File: config.mk
export PLATFORM = sky130hd
export DESIGN_NAME = rsbc_top
export DESIGN_NICKNAME = d
export VERILOG_FILES = /design/src/rsbc_pkg.sv /design/src/rsbc_top.sv /design/src/rsbc_sync.sv
export SDC_FILE = /design/constraint.sdc
export NUM_CORES = 1
export LEC_CHECK = 0
export BUFFER_PORTS_ARGS = -buffer_cell sky130_fd_sc_hd__buf_2
export CAP_MARGIN = 20
export CORE_UTILIZATION = 40
export DETAILED_ROUTE_END_ITERATION = 6
export PLACE_DENSITY = 0.73
export SYNTH_ARGS = -nofsm -noshare
export SYNTH_HDL_FRONTEND = slang
export SYNTH_HIERARCHICAL = 1
export SYNTH_SLANG_ARGS = --single-unit
File: constraint.sdc
create_clock -name clock_i -period 1.8 [get_ports clock_i]
set_input_delay 0.09 -clock clock_i [delete_from_list [all_inputs] [get_ports clock_i]]
set_output_delay 0.09 -clock clock_i [all_outputs]
set_load 0.02 [all_outputs]
File: src/rsbc_pkg.sv
package rsbc_pkg;

	// ****************************************************************
	// Strap field layout and pull defaults
	// ****************************************************************
	localparam int unsigned BOOT_W      = 3;
	localparam int unsigned MEMCFG_W    = 3;
	localparam int unsigned STRAP_PINS  = 6;
	localparam int unsigned SYNC_W      = 8;
	// Positions inside the shared address pin group (pin 8 is bit 0).
	localparam int unsigned BOOT_LSB    = 3;
	localparam int unsigned MEMCFG_LSB  = 0;
	localparam int unsigned MEMCFG_WIDE = 2;
	// Positions inside the synchroniser word.
	localparam int unsigned SYNC_OSC    = 6;
	localparam int unsigned SYNC_RSTN   = 7;
	localparam logic [2:0]  BOOT_RST    = 3'h0;
	localparam logic [2:0]  MEMCFG_RST  = 3'h0;
	localparam logic        OSC_RST     = 1'b0;

	// ****************************************************************
	// Boot selection codes
	// ****************************************************************
	localparam logic [2:0] BOOT_NAND = 3'h0;
	localparam logic [2:0] BOOT_EXTM = 3'h1;
	localparam logic [2:0] BOOT_MMC  = 3'h2;
	localparam logic [2:0] BOOT_UART = 3'h3;
	localparam logic [2:0] BOOT_USB  = 3'h4;
	localparam logic [2:0] BOOT_SPI  = 3'h5;
	localparam logic [2:0] BOOT_ETH  = 3'h6;
	localparam logic [2:0] BOOT_HOST = 3'h7;

	// Execution start addresses.
	localparam logic [31:0] ROM_BOOT_ADDR = 32'h0000_8000;
	localparam logic [31:0] EXT_BOOT_ADDR = 32'h0000_0000;

	// ****************************************************************
	// Module power slots
	// ****************************************************************
	localparam int unsigned MOD_N       = 52;
	localparam int unsigned MOD_DMA_CC  = 0;
	localparam int unsigned MOD_DMA_TC0 = 1;
	localparam int unsigned MOD_USB     = 9;
	localparam int unsigned MOD_EXTM    = 14;
	localparam int unsigned MOD_MMC0    = 15;
	localparam int unsigned MOD_UART0   = 19;
	localparam int unsigned MOD_HOST    = 21;
	localparam int unsigned MOD_SPI0    = 22;
	localparam int unsigned MOD_TIMER0  = 27;
	localparam int unsigned MOD_TIMER2  = 29;
	localparam int unsigned MOD_SYSTEM  = 30;
	localparam int unsigned MOD_CORE    = 31;
	localparam int unsigned MOD_RSVD34  = 34;
	localparam int unsigned MOD_EMUL    = 35;
	localparam int unsigned MOD_ETH     = 40;
	localparam int unsigned MOD_RTC     = 41;

	// ****************************************************************
	// Oscillator bands in MHz
	// ****************************************************************
	localparam int unsigned OSC1_MIN_MHZ = 15;
	localparam int unsigned OSC1_MAX_MHZ = 35;
	localparam int unsigned OSC2_MIN_MHZ = 30;
	localparam int unsigned OSC2_MAX_MHZ = 40;

	// ****************************************************************
	// PLLs and register map
	// ****************************************************************
	localparam int unsigned PLL_N       = 2;
	localparam int unsigned PLL_BYP_LSB = 4;
	localparam int unsigned ADDR_W      = 8;
	localparam logic [7:0]  REG_STATUS  = 8'h00;
	localparam logic [7:0]  REG_PINCFG  = 8'h04;
	localparam logic [7:0]  REG_PLL     = 8'h08;
	localparam logic [7:0]  REG_MODLO   = 8'h0c;
	localparam logic [7:0]  REG_MODHI   = 8'h10;
	localparam logic [7:0]  REG_BOOTVEC = 8'h14;
	localparam int unsigned ST_MEMCFG   = 4;
	localparam int unsigned ST_OSC      = 8;
	localparam int unsigned ST_VALID    = 12;

	typedef enum logic [1:0] {
		RSBC_HOLD    = 2'b00,
		RSBC_RELEASE = 2'b01,
		RSBC_RUN     = 2'b11
	} rsbc_state_e;

endpackage : rsbc_pkg

File: src/rsbc_top.sv
//
// Behaviour
// - Latch boot and memory straps during every reset, oscillator strap on block reset only; keep afterwards.
// - Shared pins return to memory and GPIO use automatically.
// - Boot select from address pins 13..11, MSB 13.
// - Decode eight boot sources from boot select.
// - Undriven boot pins pull to 000, NAND.
// - Memory config from pins 10..8; bit2 width.
// - Oscillator range from general pin 81, default 0.
// - Mode bands fixed; no change while oscillator runs.
// - All PLLs bypassed and disabled after reset.
// - Unmarked modules start disabled after reset.
// - Timers, system, core, emulation, RTC enabled after every reset for every boot code.
// - DMA modules on for 000, 001, 100, 110.
// - Async memory module on for 000, 001.
// - Each peripheral boot enables its own module.
// - Start in ROM 0x8000 unless external boot.
// - Strap only sets default pin mux; software overrides.
//
// Design decisions made here: the address map and the strobed register port.
`timescale 1ns/1ps

module rsbc_top (
	// Clock, block reset and enable.
	input  wire logic                clock_i,
	input  wire logic                nrst_i,
	input  wire logic                ce_i,
	// Device reset requests.
	input  wire logic                dev_rst_n_i,
	input  wire logic                max_rst_i,
	// Shared address pins 13..8.
	input  wire logic [5:0]          ext_mem_addr_pin_i,
	output logic      [5:0]          ext_mem_addr_pin_o,
	output logic      [5:0]          ext_mem_addr_pin_oe_o,
	// Shared general pin 81.
	input  wire logic                general_io_81_i,
	output logic                     general_io_81_o,
	output logic                     general_io_81_oe_o,
	output logic                     strap_pulldown_en_o,
	// Memory controller and GPIO drive for the shared pins.
	input  wire logic [5:0]          mem_addr_i,
	input  wire logic                mem_addr_oe_i,
	input  wire logic                gpio81_out_i,
	input  wire logic                gpio81_oe_i,
	// Latched configuration.
	output logic      [2:0]          boot_select_o,
	output logic      [2:0]          ext_mem_pin_config_o,
	output logic                     ext_mem_16bit_o,
	output logic                     osc_range_select_o,
	output logic                     boot_from_rom_o,
	output logic      [31:0]         boot_vector_o,
	output logic                     straps_valid_o,
	// Clocking and module power state.
	output logic      [1:0]          pll_enable_o,
	output logic      [1:0]          pll_bypass_o,
	output logic      [51:0]         module_enable_o,
	// Register port.
	input  wire logic [7:0]          reg_addr_i,
	input  wire logic [31:0]         reg_wdata_i,
	input  wire logic                reg_we_i,
	input  wire logic                reg_re_i,
	output logic      [31:0]         reg_rdata_o
);

	// ****************************************************************
	// Decoding functions
	// ****************************************************************

	// Default power state of every module for a given boot source.
	function automatic logic [51:0] rsbc_mod_default(input logic [2:0] b);
		logic [51:0] m;
		m = '0;
		m[rsbc_pkg::MOD_TIMER0] = 1'b1;
		m[rsbc_pkg::MOD_TIMER2] = 1'b1;
		m[rsbc_pkg::MOD_SYSTEM] = 1'b1;
		m[rsbc_pkg::MOD_CORE]   = 1'b1;
		m[rsbc_pkg::MOD_RSVD34] = 1'b1;
		m[rsbc_pkg::MOD_EMUL]   = 1'b1;
		m[rsbc_pkg::MOD_RTC]    = 1'b1;
		case (b)
			rsbc_pkg::BOOT_NAND,
			rsbc_pkg::BOOT_EXTM:
			begin
				m[rsbc_pkg::MOD_DMA_CC]  = 1'b1;
				m[rsbc_pkg::MOD_DMA_TC0] = 1'b1;
				m[rsbc_pkg::MOD_EXTM]    = 1'b1;
			end
			rsbc_pkg::BOOT_MMC:  m[rsbc_pkg::MOD_MMC0]  = 1'b1;
			rsbc_pkg::BOOT_UART: m[rsbc_pkg::MOD_UART0] = 1'b1;
			rsbc_pkg::BOOT_USB:
			begin
				m[rsbc_pkg::MOD_DMA_CC]  = 1'b1;
				m[rsbc_pkg::MOD_DMA_TC0] = 1'b1;
				m[rsbc_pkg::MOD_USB]     = 1'b1;
			end
			rsbc_pkg::BOOT_SPI:  m[rsbc_pkg::MOD_SPI0]  = 1'b1;
			rsbc_pkg::BOOT_ETH:
			begin
				m[rsbc_pkg::MOD_DMA_CC]  = 1'b1;
				m[rsbc_pkg::MOD_DMA_TC0] = 1'b1;
				m[rsbc_pkg::MOD_ETH]     = 1'b1;
			end
			rsbc_pkg::BOOT_HOST: m[rsbc_pkg::MOD_HOST]  = 1'b1;
			default:             m = m;
		endcase
		return m;
	endfunction : rsbc_mod_default

	// Pins 13..8 carry address bits only for codes whose two low bits are not both zero.
	function automatic logic rsbc_addr_hi_on(input logic [2:0] cfg);
		return (cfg[1:0] != 2'h0);
	endfunction : rsbc_addr_hi_on

	// ****************************************************************
	// Pin synchronisation
	// ****************************************************************
	logic [7:0] sync_s;
	logic       dev_rst_s;
	logic       in_reset_s;

	rsbc_sync #(
		.W       (rsbc_pkg::SYNC_W)
	) u_sync (
		.clock_i (clock_i),
		.nrst_i  (nrst_i),
		.ce_i    (ce_i),
		.async_i ({dev_rst_n_i, general_io_81_i, ext_mem_addr_pin_i}),
		.sync_o  (sync_s)
	);

	// The filtered reset pin lags by the same three stages as the straps,
	// so the last sample taken before release matches the pins then.
	assign dev_rst_s  = ~sync_s[rsbc_pkg::SYNC_RSTN];
	assign in_reset_s = dev_rst_s | max_rst_i;

	// ****************************************************************
	// Capture sequencer and strap latches
	// ****************************************************************
	rsbc_pkg::rsbc_state_e state_q, state_d;
	logic [2:0] boot_q, boot_d;
	logic [2:0] memcfg_q, memcfg_d;
	logic       osc_q, osc_d;
	logic       osc_lock_q, osc_lock_d;
	logic       valid_q, valid_d;

	// The oscillator strap is taken only in the first capture after a block reset;
	// warm and max resets leave the running band untouched.
	always_comb
	begin
		state_d    = state_q;
		boot_d     = boot_q;
		memcfg_d   = memcfg_q;
		osc_d      = osc_q;
		osc_lock_d = osc_lock_q;
		valid_d    = valid_q;
		case (state_q)
			rsbc_pkg::RSBC_HOLD:
			begin
				// Follow the pins for as long as reset lasts.
				boot_d   = sync_s[rsbc_pkg::BOOT_LSB +: 3];
				memcfg_d = sync_s[rsbc_pkg::MEMCFG_LSB +: 3];
				if (!osc_lock_q)
					osc_d = sync_s[rsbc_pkg::SYNC_OSC];
				valid_d = 1'b0;
				if (!in_reset_s)
				begin
					osc_lock_d = 1'b1;
					valid_d    = 1'b1;
					state_d    = rsbc_pkg::RSBC_RELEASE;
				end
			end
			rsbc_pkg::RSBC_RELEASE:
			begin
				state_d = in_reset_s ? rsbc_pkg::RSBC_HOLD
					: rsbc_pkg::RSBC_RUN;
			end
			rsbc_pkg::RSBC_RUN:
			begin
				if (in_reset_s)
					state_d = rsbc_pkg::RSBC_HOLD;
			end
			default: state_d = rsbc_pkg::RSBC_HOLD;
		endcase
	end

	// Pull defaults stand in the latches until the first capture.
	always_ff @(posedge clock_i or negedge nrst_i)
	begin
		if (!nrst_i)
		begin
			state_q    <= rsbc_pkg::RSBC_HOLD;
			boot_q     <= rsbc_pkg::BOOT_RST;
			memcfg_q   <= rsbc_pkg::MEMCFG_RST;
			osc_q      <= rsbc_pkg::OSC_RST;
			osc_lock_q <= 1'b0;
			valid_q    <= 1'b0;
		end
		else if (ce_i)
		begin
			state_q    <= state_d;
			boot_q     <= boot_d;
			memcfg_q   <= memcfg_d;
			osc_q      <= osc_d;
			osc_lock_q <= osc_lock_d;
			valid_q    <= valid_d;
		end
	end

	// ****************************************************************
	// Software-visible configuration
	// ****************************************************************
	logic [2:0]  pincfg_q, pincfg_d;
	logic [1:0]  pll_en_q, pll_en_d;
	logic [1:0]  pll_byp_q, pll_byp_d;
	logic [51:0] mod_q, mod_d;
	logic [31:0] rdata_q, rdata_d;
	logic [31:0] status_w;
	logic [31:0] vec_w;

	assign vec_w = (boot_q == rsbc_pkg::BOOT_EXTM) ? rsbc_pkg::EXT_BOOT_ADDR
		: rsbc_pkg::ROM_BOOT_ADDR;

	always_comb
	begin
		status_w = '0;
		status_w[2:0] = boot_q;
		status_w[rsbc_pkg::ST_MEMCFG +: 3] = memcfg_q;
		status_w[rsbc_pkg::ST_OSC]   = osc_q;
		status_w[rsbc_pkg::ST_VALID] = valid_q;
	end

	// While reset is held the pin mux and modules track their strap-derived defaults, the PLLs their fixed one;
	// writes in that time are dropped because they would be overwritten.
	always_comb
	begin
		pincfg_d  = pincfg_q;
		pll_en_d  = pll_en_q;
		pll_byp_d = pll_byp_q;
		mod_d     = mod_q;
		if (state_q == rsbc_pkg::RSBC_HOLD)
		begin
			pincfg_d  = memcfg_d;
			pll_en_d  = '0;
			pll_byp_d = '1;
			mod_d     = rsbc_mod_default(boot_d);
		end
		else if (reg_we_i)
		begin
			case (reg_addr_i)
				rsbc_pkg::REG_PINCFG: pincfg_d = reg_wdata_i[2:0];
				rsbc_pkg::REG_PLL:
				begin
					pll_en_d  = reg_wdata_i[1:0];
					pll_byp_d = reg_wdata_i[rsbc_pkg::PLL_BYP_LSB +: 2];
				end
				rsbc_pkg::REG_MODLO: mod_d[31:0]  = reg_wdata_i;
				rsbc_pkg::REG_MODHI: mod_d[51:32] = reg_wdata_i[19:0];
				default:             mod_d = mod_q;
			endcase
		end
	end

	// Read data stand for one cycle after the strobe, zero otherwise.
	always_comb
	begin
		rdata_d = '0;
		if (reg_re_i)
		begin
			case (reg_addr_i)
				rsbc_pkg::REG_STATUS:  rdata_d = status_w;
				rsbc_pkg::REG_PINCFG:  rdata_d = {29'h0, pincfg_q};
				rsbc_pkg::REG_PLL:     rdata_d = {26'h0, pll_byp_q, 2'h0,
					pll_en_q};
				rsbc_pkg::REG_MODLO:   rdata_d = mod_q[31:0];
				rsbc_pkg::REG_MODHI:   rdata_d = {12'h0, mod_q[51:32]};
				rsbc_pkg::REG_BOOTVEC: rdata_d = vec_w;
				default:               rdata_d = '0;
			endcase
		end
	end

	always_ff @(posedge clock_i or negedge nrst_i)
	begin
		if (!nrst_i)
		begin
			pincfg_q  <= rsbc_pkg::MEMCFG_RST;
			pll_en_q  <= '0;
			pll_byp_q <= '1;
			mod_q     <= rsbc_mod_default(rsbc_pkg::BOOT_RST);
			rdata_q   <= '0;
		end
		else if (ce_i)
		begin
			pincfg_q  <= pincfg_d;
			pll_en_q  <= pll_en_d;
			pll_byp_q <= pll_byp_d;
			mod_q     <= mod_d;
			rdata_q   <= rdata_d;
		end
	end

	// ****************************************************************
	// Shared pin drive
	// ****************************************************************
	logic [5:0] pin_q, pin_d;
	logic [5:0] pin_oe_q, pin_oe_d;
	logic       g81_q, g81_d;
	logic       g81_oe_q, g81_oe_d;
	logic       run_w;

	assign run_w = (state_q == rsbc_pkg::RSBC_RUN);

	// Pins stay released until the capture is frozen, so the pulls and the
	// board alone set their level; the memory drive returns unasked.
	always_comb
	begin
		pin_d    = mem_addr_i;
		pin_oe_d = {6{run_w & mem_addr_oe_i & rsbc_addr_hi_on(pincfg_q)}};
		g81_d    = gpio81_out_i;
		g81_oe_d = run_w & gpio81_oe_i;
	end

	always_ff @(posedge clock_i or negedge nrst_i)
	begin
		if (!nrst_i)
		begin
			pin_q    <= '0;
			pin_oe_q <= '0;
			g81_q    <= 1'b0;
			g81_oe_q <= 1'b0;
		end
		else if (ce_i)
		begin
			pin_q    <= pin_d;
			pin_oe_q <= pin_oe_d;
			g81_q    <= g81_d;
			g81_oe_q <= g81_oe_d;
		end
	end

	// ****************************************************************
	// Outputs
	// ****************************************************************
	assign ext_mem_addr_pin_o    = pin_q;
	assign ext_mem_addr_pin_oe_o = pin_oe_q;
	assign general_io_81_o       = g81_q;
	assign general_io_81_oe_o    = g81_oe_q;
	assign strap_pulldown_en_o   = (state_q == rsbc_pkg::RSBC_HOLD);
	assign boot_select_o         = boot_q;
	assign ext_mem_pin_config_o  = pincfg_q;
	assign ext_mem_16bit_o       = memcfg_q[rsbc_pkg::MEMCFG_WIDE];
	assign osc_range_select_o    = osc_q;
	assign boot_from_rom_o       = (boot_q != rsbc_pkg::BOOT_EXTM);
	assign boot_vector_o         = vec_w;
	assign straps_valid_o        = valid_q;
	assign pll_enable_o          = pll_en_q;
	assign pll_bypass_o          = pll_byp_q;
	assign module_enable_o       = mod_q;
	assign reg_rdata_o           = rdata_q;

endmodule : rsbc_top

File: src/rsbc_sync.sv
`timescale 1ns/1ps

module rsbc_sync #(
	parameter int unsigned W = 8
) (
	// Clock, reset and enable.
	input  wire logic         clock_i,
	input  wire logic         nrst_i,
	input  wire logic         ce_i,
	// Asynchronous inputs and their filtered copies.
	input  wire logic [W-1:0] async_i,
	output logic      [W-1:0] sync_o
);

	// ****************************************************************
	// Three-stage synchroniser per bit
	// ****************************************************************
	genvar g;
	generate
		for (g = 0; g < W; g++)
		begin : g_bit
			logic s1_q, s2_q, s3_q, out_q;
			logic out_d;

			// A change counts only once stages two and three agree.
			always_comb
			begin
				out_d = (s2_q == s3_q) ? s3_q : out_q;
			end

			// Stage one feeds stage two only, never the filter.
			always_ff @(posedge clock_i or negedge nrst_i)
			begin
				if (!nrst_i)
				begin
					s1_q  <= 1'b0;
					s2_q  <= 1'b0;
					s3_q  <= 1'b0;
					out_q <= 1'b0;
				end
				else if (ce_i)
				begin
					s1_q  <= async_i[g];
					s2_q  <= s1_q;
					s3_q  <= s2_q;
					out_q <= out_d;
				end
			end

			assign sync_o[g] = out_q;
		end
	endgenerate

endmodule : rsbc_sync

==> results of run 1 <==
cell usage in the layout, fill, tap and decap left out, drive strengths merged, types with 7 or more instances in the layout:
| master | Yosys | routed |
|---|---|---|
| a22oi | 19 | 19 |
| dfrtp | 131 | 131 |
| mux2i | 9 | 9 |
| a22o | 58 | 58 |
| clkbuf | 5 | 18 |
| mux2 | 40 | 40 |
| o2bb2ai | 20 | 20 |
| dlygate4sd3 | 0 | 50 |
| inv | 4 | 12 |
| nor2 | 9 | 9 |
| dfstp | 12 | 12 |
| nand2b | 12 | 12 |
| a21oi | 7 | 7 |
| a21o | 8 | 8 |
| nand2 | 36 | 36 |
| o21ai | 20 | 20 |
| conb | 1 | 31 |
| buf | 70 | 200 |
sequential cells by signal, summed over array words and instances (netlist names):
name,count
module_enable_o,52
reg_rdata_o,32
u_sync/g_bit.out_q,8
u_sync/g_bit.s1_q,8
u_sync/g_bit.s2_q,8
u_sync/g_bit.s3_q,8
ext_mem_addr_pin_o,6
boot_select_o,3
ext_mem_pin_config_o,3
memcfg_q,3
pll_bypass_o,2
pll_enable_o,2
state_q,2
ext_mem_addr_pin_oe_o,1
general_io_81_o,1
general_io_81_oe_o,1
osc_lock_q,1
osc_range_select_o,1
straps_valid_o,1
worst paths after layout:
kind | end | depth (start not counted) | slack (ns) | from
max reg2reg | ext_mem_pin_config_o[1]$_DFFE_PN0P_ | 5 | 0.14 | state_q[0]$_DFFE_PN0P_
min | osc_lock_q$_DFFE_PN0P_ | 3 | 0.07 | max_rst_i
min in group asynchronous | u_sync/g_bit[4].s2_q$_DFFE_PN0P_ | 2 | 0.14 | nrst_i
max in group asynchronous | pll_bypass_o[0]$_DFFE_PN1P_ | 3 | 0.91 | nrst_i
max | strap_pulldown_en_o | 4 | 0.08 | state_q[1]$_DFFE_PN0P_
min reg2reg | reg_rdata_o[13]$_DFFE_PN0P_ | 1 | 0.48 | reg_rdata_o[13]$_DFFE_PN0P_
layer usage:
layer	global-route usage [%]	vias to the layer above	routed length [um]	share of wire (%)
met1	28.4	2538	7680	43
li1	-	2251	-	-
met2	35.5	212	8590	49
met5	0	-	0	0
met4	8.79	0	416	2.4
met3	5.51	34	960	5.4
cells in the mapped netlist, types with 5 or more instances:
library cell	number	area, sq um
sky130_fd_sc_hd__a21o_1	8	60.1
sky130_fd_sc_hd__a21oi_1	7	35.0
sky130_fd_sc_hd__a22o_1	58	508
sky130_fd_sc_hd__a22oi_1	19	143
sky130_fd_sc_hd__and3_1	5	31.3
sky130_fd_sc_hd__buf_2	13	65.1
sky130_fd_sc_hd__buf_4	53	398
sky130_fd_sc_hd__clkbuf_1	5	18.8
sky130_fd_sc_hd__dfrtp_1	131	3280
sky130_fd_sc_hd__dfstp_2	12	315
sky130_fd_sc_hd__mux2_2	40	450
sky130_fd_sc_hd__mux2i_1	9	90.1
sky130_fd_sc_hd__nand2_1	35	131
sky130_fd_sc_hd__nand2b_1	12	75.1
sky130_fd_sc_hd__nor2_1	9	33.8
sky130_fd_sc_hd__nor2b_1	5	31.3
sky130_fd_sc_hd__o21ai_0	20	100
sky130_fd_sc_hd__o2bb2ai_1	20	175
worst max-delay path: stages (launching register included):
cell	delay, ns
sky130_fd_sc_hd__dfrtp_1	0.42
sky130_fd_sc_hd__or2_4	0.31
sky130_fd_sc_hd__inv_1	0.10
sky130_fd_sc_hd__buf_6	0.18
sky130_fd_sc_hd__buf_2	0.19
power breakdown:
part	internal (mW)	total [mW]	switching, mW	leakage [nW]
sequential	3.75	4.25	0.495	1.82
combinational	0.921	2.24	1.32	2.06
clock	1.99	3.45	1.46	0.287
metrics by stage:
stage / worst slack [ns] / std cells / hold slack [ns] / total power [mW]
floorplan: 0.267 / 540 / -0.206 / 5.65
CTS: 0.0845 / 958 / 0.0648 / 10.0
detailed placement: 0.0337 / 876 / 0.0330 / 6.44
finish: 0.0827 / 958 / 0.0700 / 9.93
global placement: 0.104 / 876 / 0.0251 / 6.37
global route: 0.0380 / 958 / 0.0801 / 10.4
final cells by class:
class                      count  share of cell area [%]
clock buffer                  18                    5.18
timing repair buffer         250                    19.3
clock inverter                14                    1.74
multi-input combinational    317                    28.0
inverter                       5                   0.222
sequential                   143                    42.4
tap                          211                    3.12
cells by family (layout without fill, tap and decap cells):
kind of cell    Yosys count  in the layout
mux                      49             49
flops                   143            143
buf+inv                  80            287
other cells               1             31
simple gates             84             84
compound gates          153            153
what timing repair did:
| action | in CTS | in global routing |
|---|---|---|
| buffers inserted | 0 | 0 |
| endpoints found under the hold margin | 153 | 0 |
| resized for setup | 2 | 0 |
| endpoints found under the setup margin | 1 | 0 |
| hold buffers | 50 | 0 |
==> run metrics, run 1 <==
status completed; detailed-route wire length 17,600 um; number of levels the H-tree was split into 4; number of hold violations in the final report 0; maxcap violations 0; area of the die 16,400 sq um; clock tree buffer depth 2; largest family of logic cells by synthesized area compound AO/OA/AOI/OAI gates; mux contribution to synthesized area 8.50%; initial antenna violation count 0; post-route cell area 8470 sq um; last weighted congestion value of the routability-driven placer 0.842; overall via count from detail_route 5,035; synthesized-area fraction occupied by and/or/nand/nor cells 7.10%; TritonCTS buffer count 17; Final Slew Violations 0; xor and xnor fraction of the mapped netlist area 0%; drt initial violations 315; I/O pin count 208; clock insertion delay at the later pin of the skew report 0.42 ns; layout overhead on the synthesized area 33.2%; Cell Pwr Density 1170 nW/um^2; Worst IR Drop VDD 0.000752 V; share of synthesized cell area in full adder, half adder and majority cells 0%; final critical-path required period 1.72 ns; detailed-router iteration count before antenna repair 4; Initial Utilization 41.4%; utilization of the core after routing 55.1%; Chip Width 128 um; setup repair after global routing missed its margin false; placement row count 45; CTS tree yes; area occupied by multi-input gates 2370 sq um; category of the worst setup path capture point primary output; layout cell share with drive strength beyond 1 40.2%; antenna-violating nets left 0; highest clock frequency the design can meet 582 MHz; number of nets in the layout 797; Yosys warning total 6; placeable core region 15,400 sq um; sequential cell area 3590 sq um; Area after DPL 7380 sq um; Worst Path Class, Setup reg2out; total standard cell area after synthesis 6360 sq um; total global routing track utilization 22.0%; final worst-path cycle share 95.4%; total inserted antenna cells 0; endpoint arrival time on the critical path 1.63 ns; post-CTS clock slew at the launch and capture registers of the worst setup and hold paths 0.07 ns; library cells used by synthesis 52; wire length of the first global-routing pass 27,200 um; worst hold path class in2reg; share of flip-flops with an asynchronous set or reset after synthesis 100%; worst clock skew on the final layout 0.00979 ns; final setup violation count 0; vias in the first global route 5,011; CTS root buf sky130_fd_sc_hd__clkbuf_16; clock sink count 143; pin count of the biggest net entering global routing 45; commonest register cell after synthesis sky130_fd_sc_hd__dfrtp_1; sequential fraction of the synthesis area 56.5%; Post-Synthesis Mean Instance Area 12.5 sq um; Compound-Gate Fraction of Synth Area 19.4%; remaining routing DRC violations 0; static leakage 4.16 nW; transition time at the pin with the least slew margin 0.800 ns; Yosys reg bits 143; maximum net fanout on the critical path 13; Post-Route Setup TNS 0 ns; overall overflow remaining after global route 0; post-detailed-route wirelength per cell 18.4 um; EDFF count, synth 0; gate count after technology mapping 510; count of fill cells added during filler insertion 1,314; sum of net half-perimeters after detailed placement 12,400 um; critical path required time 1.71 ns; via density per instance 5.26; number of buffers inserted by port buffering 176; headroom to the max-slew limit 46.7%; crit path launch type flip-flop; Die Ht 128 um
Power figures use the tool's default switching activity.
==> run 2: changes to the inputs <==
Settings changed: CELL_PAD_IN_SITES_DETAIL_PLACEMENT set to 1, CELL_PAD_IN_SITES_GLOBAL_PLACEMENT set to 2, CORE_UTILIZATION 40 to 32, PLACE_DENSITY 0.73 to 0.87.
==> run metrics, run 2 (same netlist as run 1, synthesis figures left out) <==
CTS tree yes (unchanged); placeable core region 19,500 sq um (was 15,400 sq um); Bufs and invs on worst path 3 (unchanged); detailed-router iteration count before antenna repair 4 (unchanged); largest stage delay on the critical path 0.43 ns (was 0.42 ns); final worst-path cycle share 95.5% (was 95.4%); final setup violation count 0 (unchanged); highest clock frequency the design can meet 582 MHz (about the same); Cell Pwr Density 1220 nW/um^2 (was 1170 nW/um^2); static leakage 4.21 nW (was 4.16 nW); Worst Path Class, Setup reg2out (unchanged); setup repair after global routing missed its margin false (unchanged); area of the die 20,400 sq um (was 16,400 sq um); global-route layer with the greatest usage met2 (unchanged); transition time at the pin with the least slew margin 0.636 ns (was 0.800 ns); most frequent standard cell in the layout excluding fill and tap cells sky130_fd_sc_hd__buf_2 (unchanged); clock tree buffer depth 2 (unchanged); remaining routing DRC violations 0 (unchanged); detailed-route wire length 20,400 um (was 17,600 um); Post-CTS Setup Bufs 0 (unchanged); vias in the first global route 5,332 (was 5,011); Die Ht 143 um (was 128 um); Post-Route Setup TNS 0 ns (unchanged); TritonCTS buffer count 17 (unchanged); worst hold path class in2reg (unchanged); endpoint arrival time on the critical path 1.63 ns (about the same); number of hold violations in the final report 0 (unchanged); critical path required time 1.71 ns (about the same); Initial Utilization 32.7% (was 41.4%); placement row count 51 (was 45); master of the slowest instance on the critical path sky130_fd_sc_hd__dfrtp_1 (unchanged); maximum net fanout on the critical path 13 (unchanged); clock insertion delay at the later pin of the skew report 0.43 ns (was 0.42 ns); I/O pin count 208 (unchanged); global-route track usage on met1 25.5% (was 28.4%); maxcap violations 0 (unchanged); layout overhead on the synthesized area 35.5% (was 33.2%); Worst IR Drop VDD 0.000754 V (was 0.000752 V); max FFs per register 52 (unchanged); wire length of the first global-routing pass 31,300 um (was 27,200 um); category of the worst setup path capture point primary output (unchanged); area occupied by multi-input gates 2380 sq um (was 2370 sq um); final cell count without fillers 1,017 (was 958); register-to-register setup slack 0.16 ns (was 0.14 ns); initial antenna violation count 1 (was 0); headroom to the max-slew limit 57.5% (was 46.7%); pin count of the biggest net entering global routing 55 (was 45); fraction of met3 tracks used by global routing 5.57% (was 5.51%); final critical-path required period 1.72 ns (about the same); overall via count from detail_route 5,084 (was 5,035); post-detailed-route wirelength per cell 20.1 um (was 18.4 um); largest delay contributor family on the critical path buffers and inverters (unchanged); status completed (unchanged); placed cell count 935 (was 876); clock sink count 143 (unchanged); critical-path cell list or2_2, inv_1, buf_6, buf_2 (was or2_4, inv_1, buf_6, buf_2); leading cell types in the layout, fill and taps excluded sky130_fd_sc_hd__buf_2 (175), sky130_fd_sc_hd__dfrtp_1 (131), sky130_fd_sc_hd__a22o_1 (58) (unchanged); number of buffers inserted by port buffering 176 (unchanged); overall overflow remaining after global route 0 (unchanged); total inserted antenna cells 0 (unchanged); count of fill cells added during filler insertion 2,128 (was 1,314); sequential cell area 3590 sq um (unchanged); layout cell share with drive strength beyond 1 40.4% (was 40.2%); worst clock skew on the final layout 0.00968 ns (was 0.00979 ns); antenna-violating nets left 0 (unchanged); via density per instance 5.00 (was 5.26); last weighted congestion value of the routability-driven placer 0.870 (was 0.842); sum of net half-perimeters after detailed placement 14,400 um (was 12,400 um); total global routing track utilization 20.7% (was 22.0%); Chip Width 143 um (was 128 um); drt initial violations 302 (was 315); met2 usage in global routing 34.8% (was 35.5%); post-CTS clock slew at the launch and capture registers of the worst setup and hold paths 0.06 ns (was 0.07 ns); number of levels the H-tree was split into 4 (unchanged); Final Slew Violations 0 (unchanged); crit path launch type flip-flop (unchanged); CTS root buf sky130_fd_sc_hd__clkbuf_16 (unchanged); number of nets in the layout 802 (was 797)
==> run 2: changes by cell type in the layout (fill, tap and decap cells not counted), sizes merged <==
cell    previous run  this run
bufinv             1         5
inv               12         7
buf              200       205
clkinv             5         6
==> run 2: path summary, 6_finish.rpt <==
| kind | from | to | cells past startpoint |
|---|---|---|---|
| min in group asynchronous | nrst_i | u_sync/g_bit[3].s1_q$_DFFE_PN0P_ | 2 |
| min | max_rst_i | osc_lock_q$_DFFE_PN0P_ | 3 |
| max | state_q[0]$_DFFE_PN0P_ | strap_pulldown_en_o | 4 |
| max in group asynchronous | nrst_i | module_enable_o[41]$_DFFE_PN1P_ | 3 |
| max reg2reg | state_q[0]$_DFFE_PN0P_ | module_enable_o[32]$_DFFE_PN0P_ | 5 |
| min reg2reg | osc_lock_q$_DFFE_PN0P_ | osc_lock_q$_DFFE_PN0P_ | 1 |
==> run 2: what timing repair did <==
action                                  CTS  global route
resized for setup                         0             3
endpoints found under the setup margin    0            21
endpoints found under the hold margin   147             0
hold buffers                             50             0
==> run 2: metrics by stage <==
stage / total power, mW / setup slack [ns] / hold WS [ns] / util (%) / instance area, sq um
2_1_floorplan: 5.65 / 0.267 / -0.206 / - / 6470
3_3_place_gp: 6.42 / 0.157 / 0.0523 / 38.3 / 7450
3_5_place_dp: 6.53 / 0.0784 / 0.0629 / 38.3 / 7450
4_1_cts: 10.6 / 0.0208 / 0.0184 / 44.2 / 8590
5_1_grt: 10.9 / 0.0147 / 0.0556 / 44.3 / 8610
6_report: 10.5 / 0.0815 / 0.0244 / 44.3 / 8610
==> run 2: layout make-up <==
class / count / share of cell area (%)
inverter: 5 / 0.218
tap: 265 / 3.85
clock buffer: 18 / 4.98
multi-input combinational: 317 / 27.7
clock inverter: 14 / 2.47
sequential: 143 / 41.7
timing repair buffer: 255 / 19.1
==> run 2: worst min-delay path, cell delays in order <==
cell and delay, ns:
sky130_fd_sc_hd__buf_2 0.07, sky130_fd_sc_hd__nand2b_1 0.17, sky130_fd_sc_hd__o21bai_1 0.08
==> run 2: report_power, final <==
part	switching (mW)	internal, mW	leakage (nW)
sequential	0.514	3.76	1.82
clock	1.45	2.46	0.315
combinational	1.37	0.929	2.08
==> run 2: per-layer routing <==
layer	vias to the layer above	part of all wire, %
met5	-	0.044
met3	34	6.6
met2	162	50
met1	2624	42
met4	2	2.1
li1	2262	-
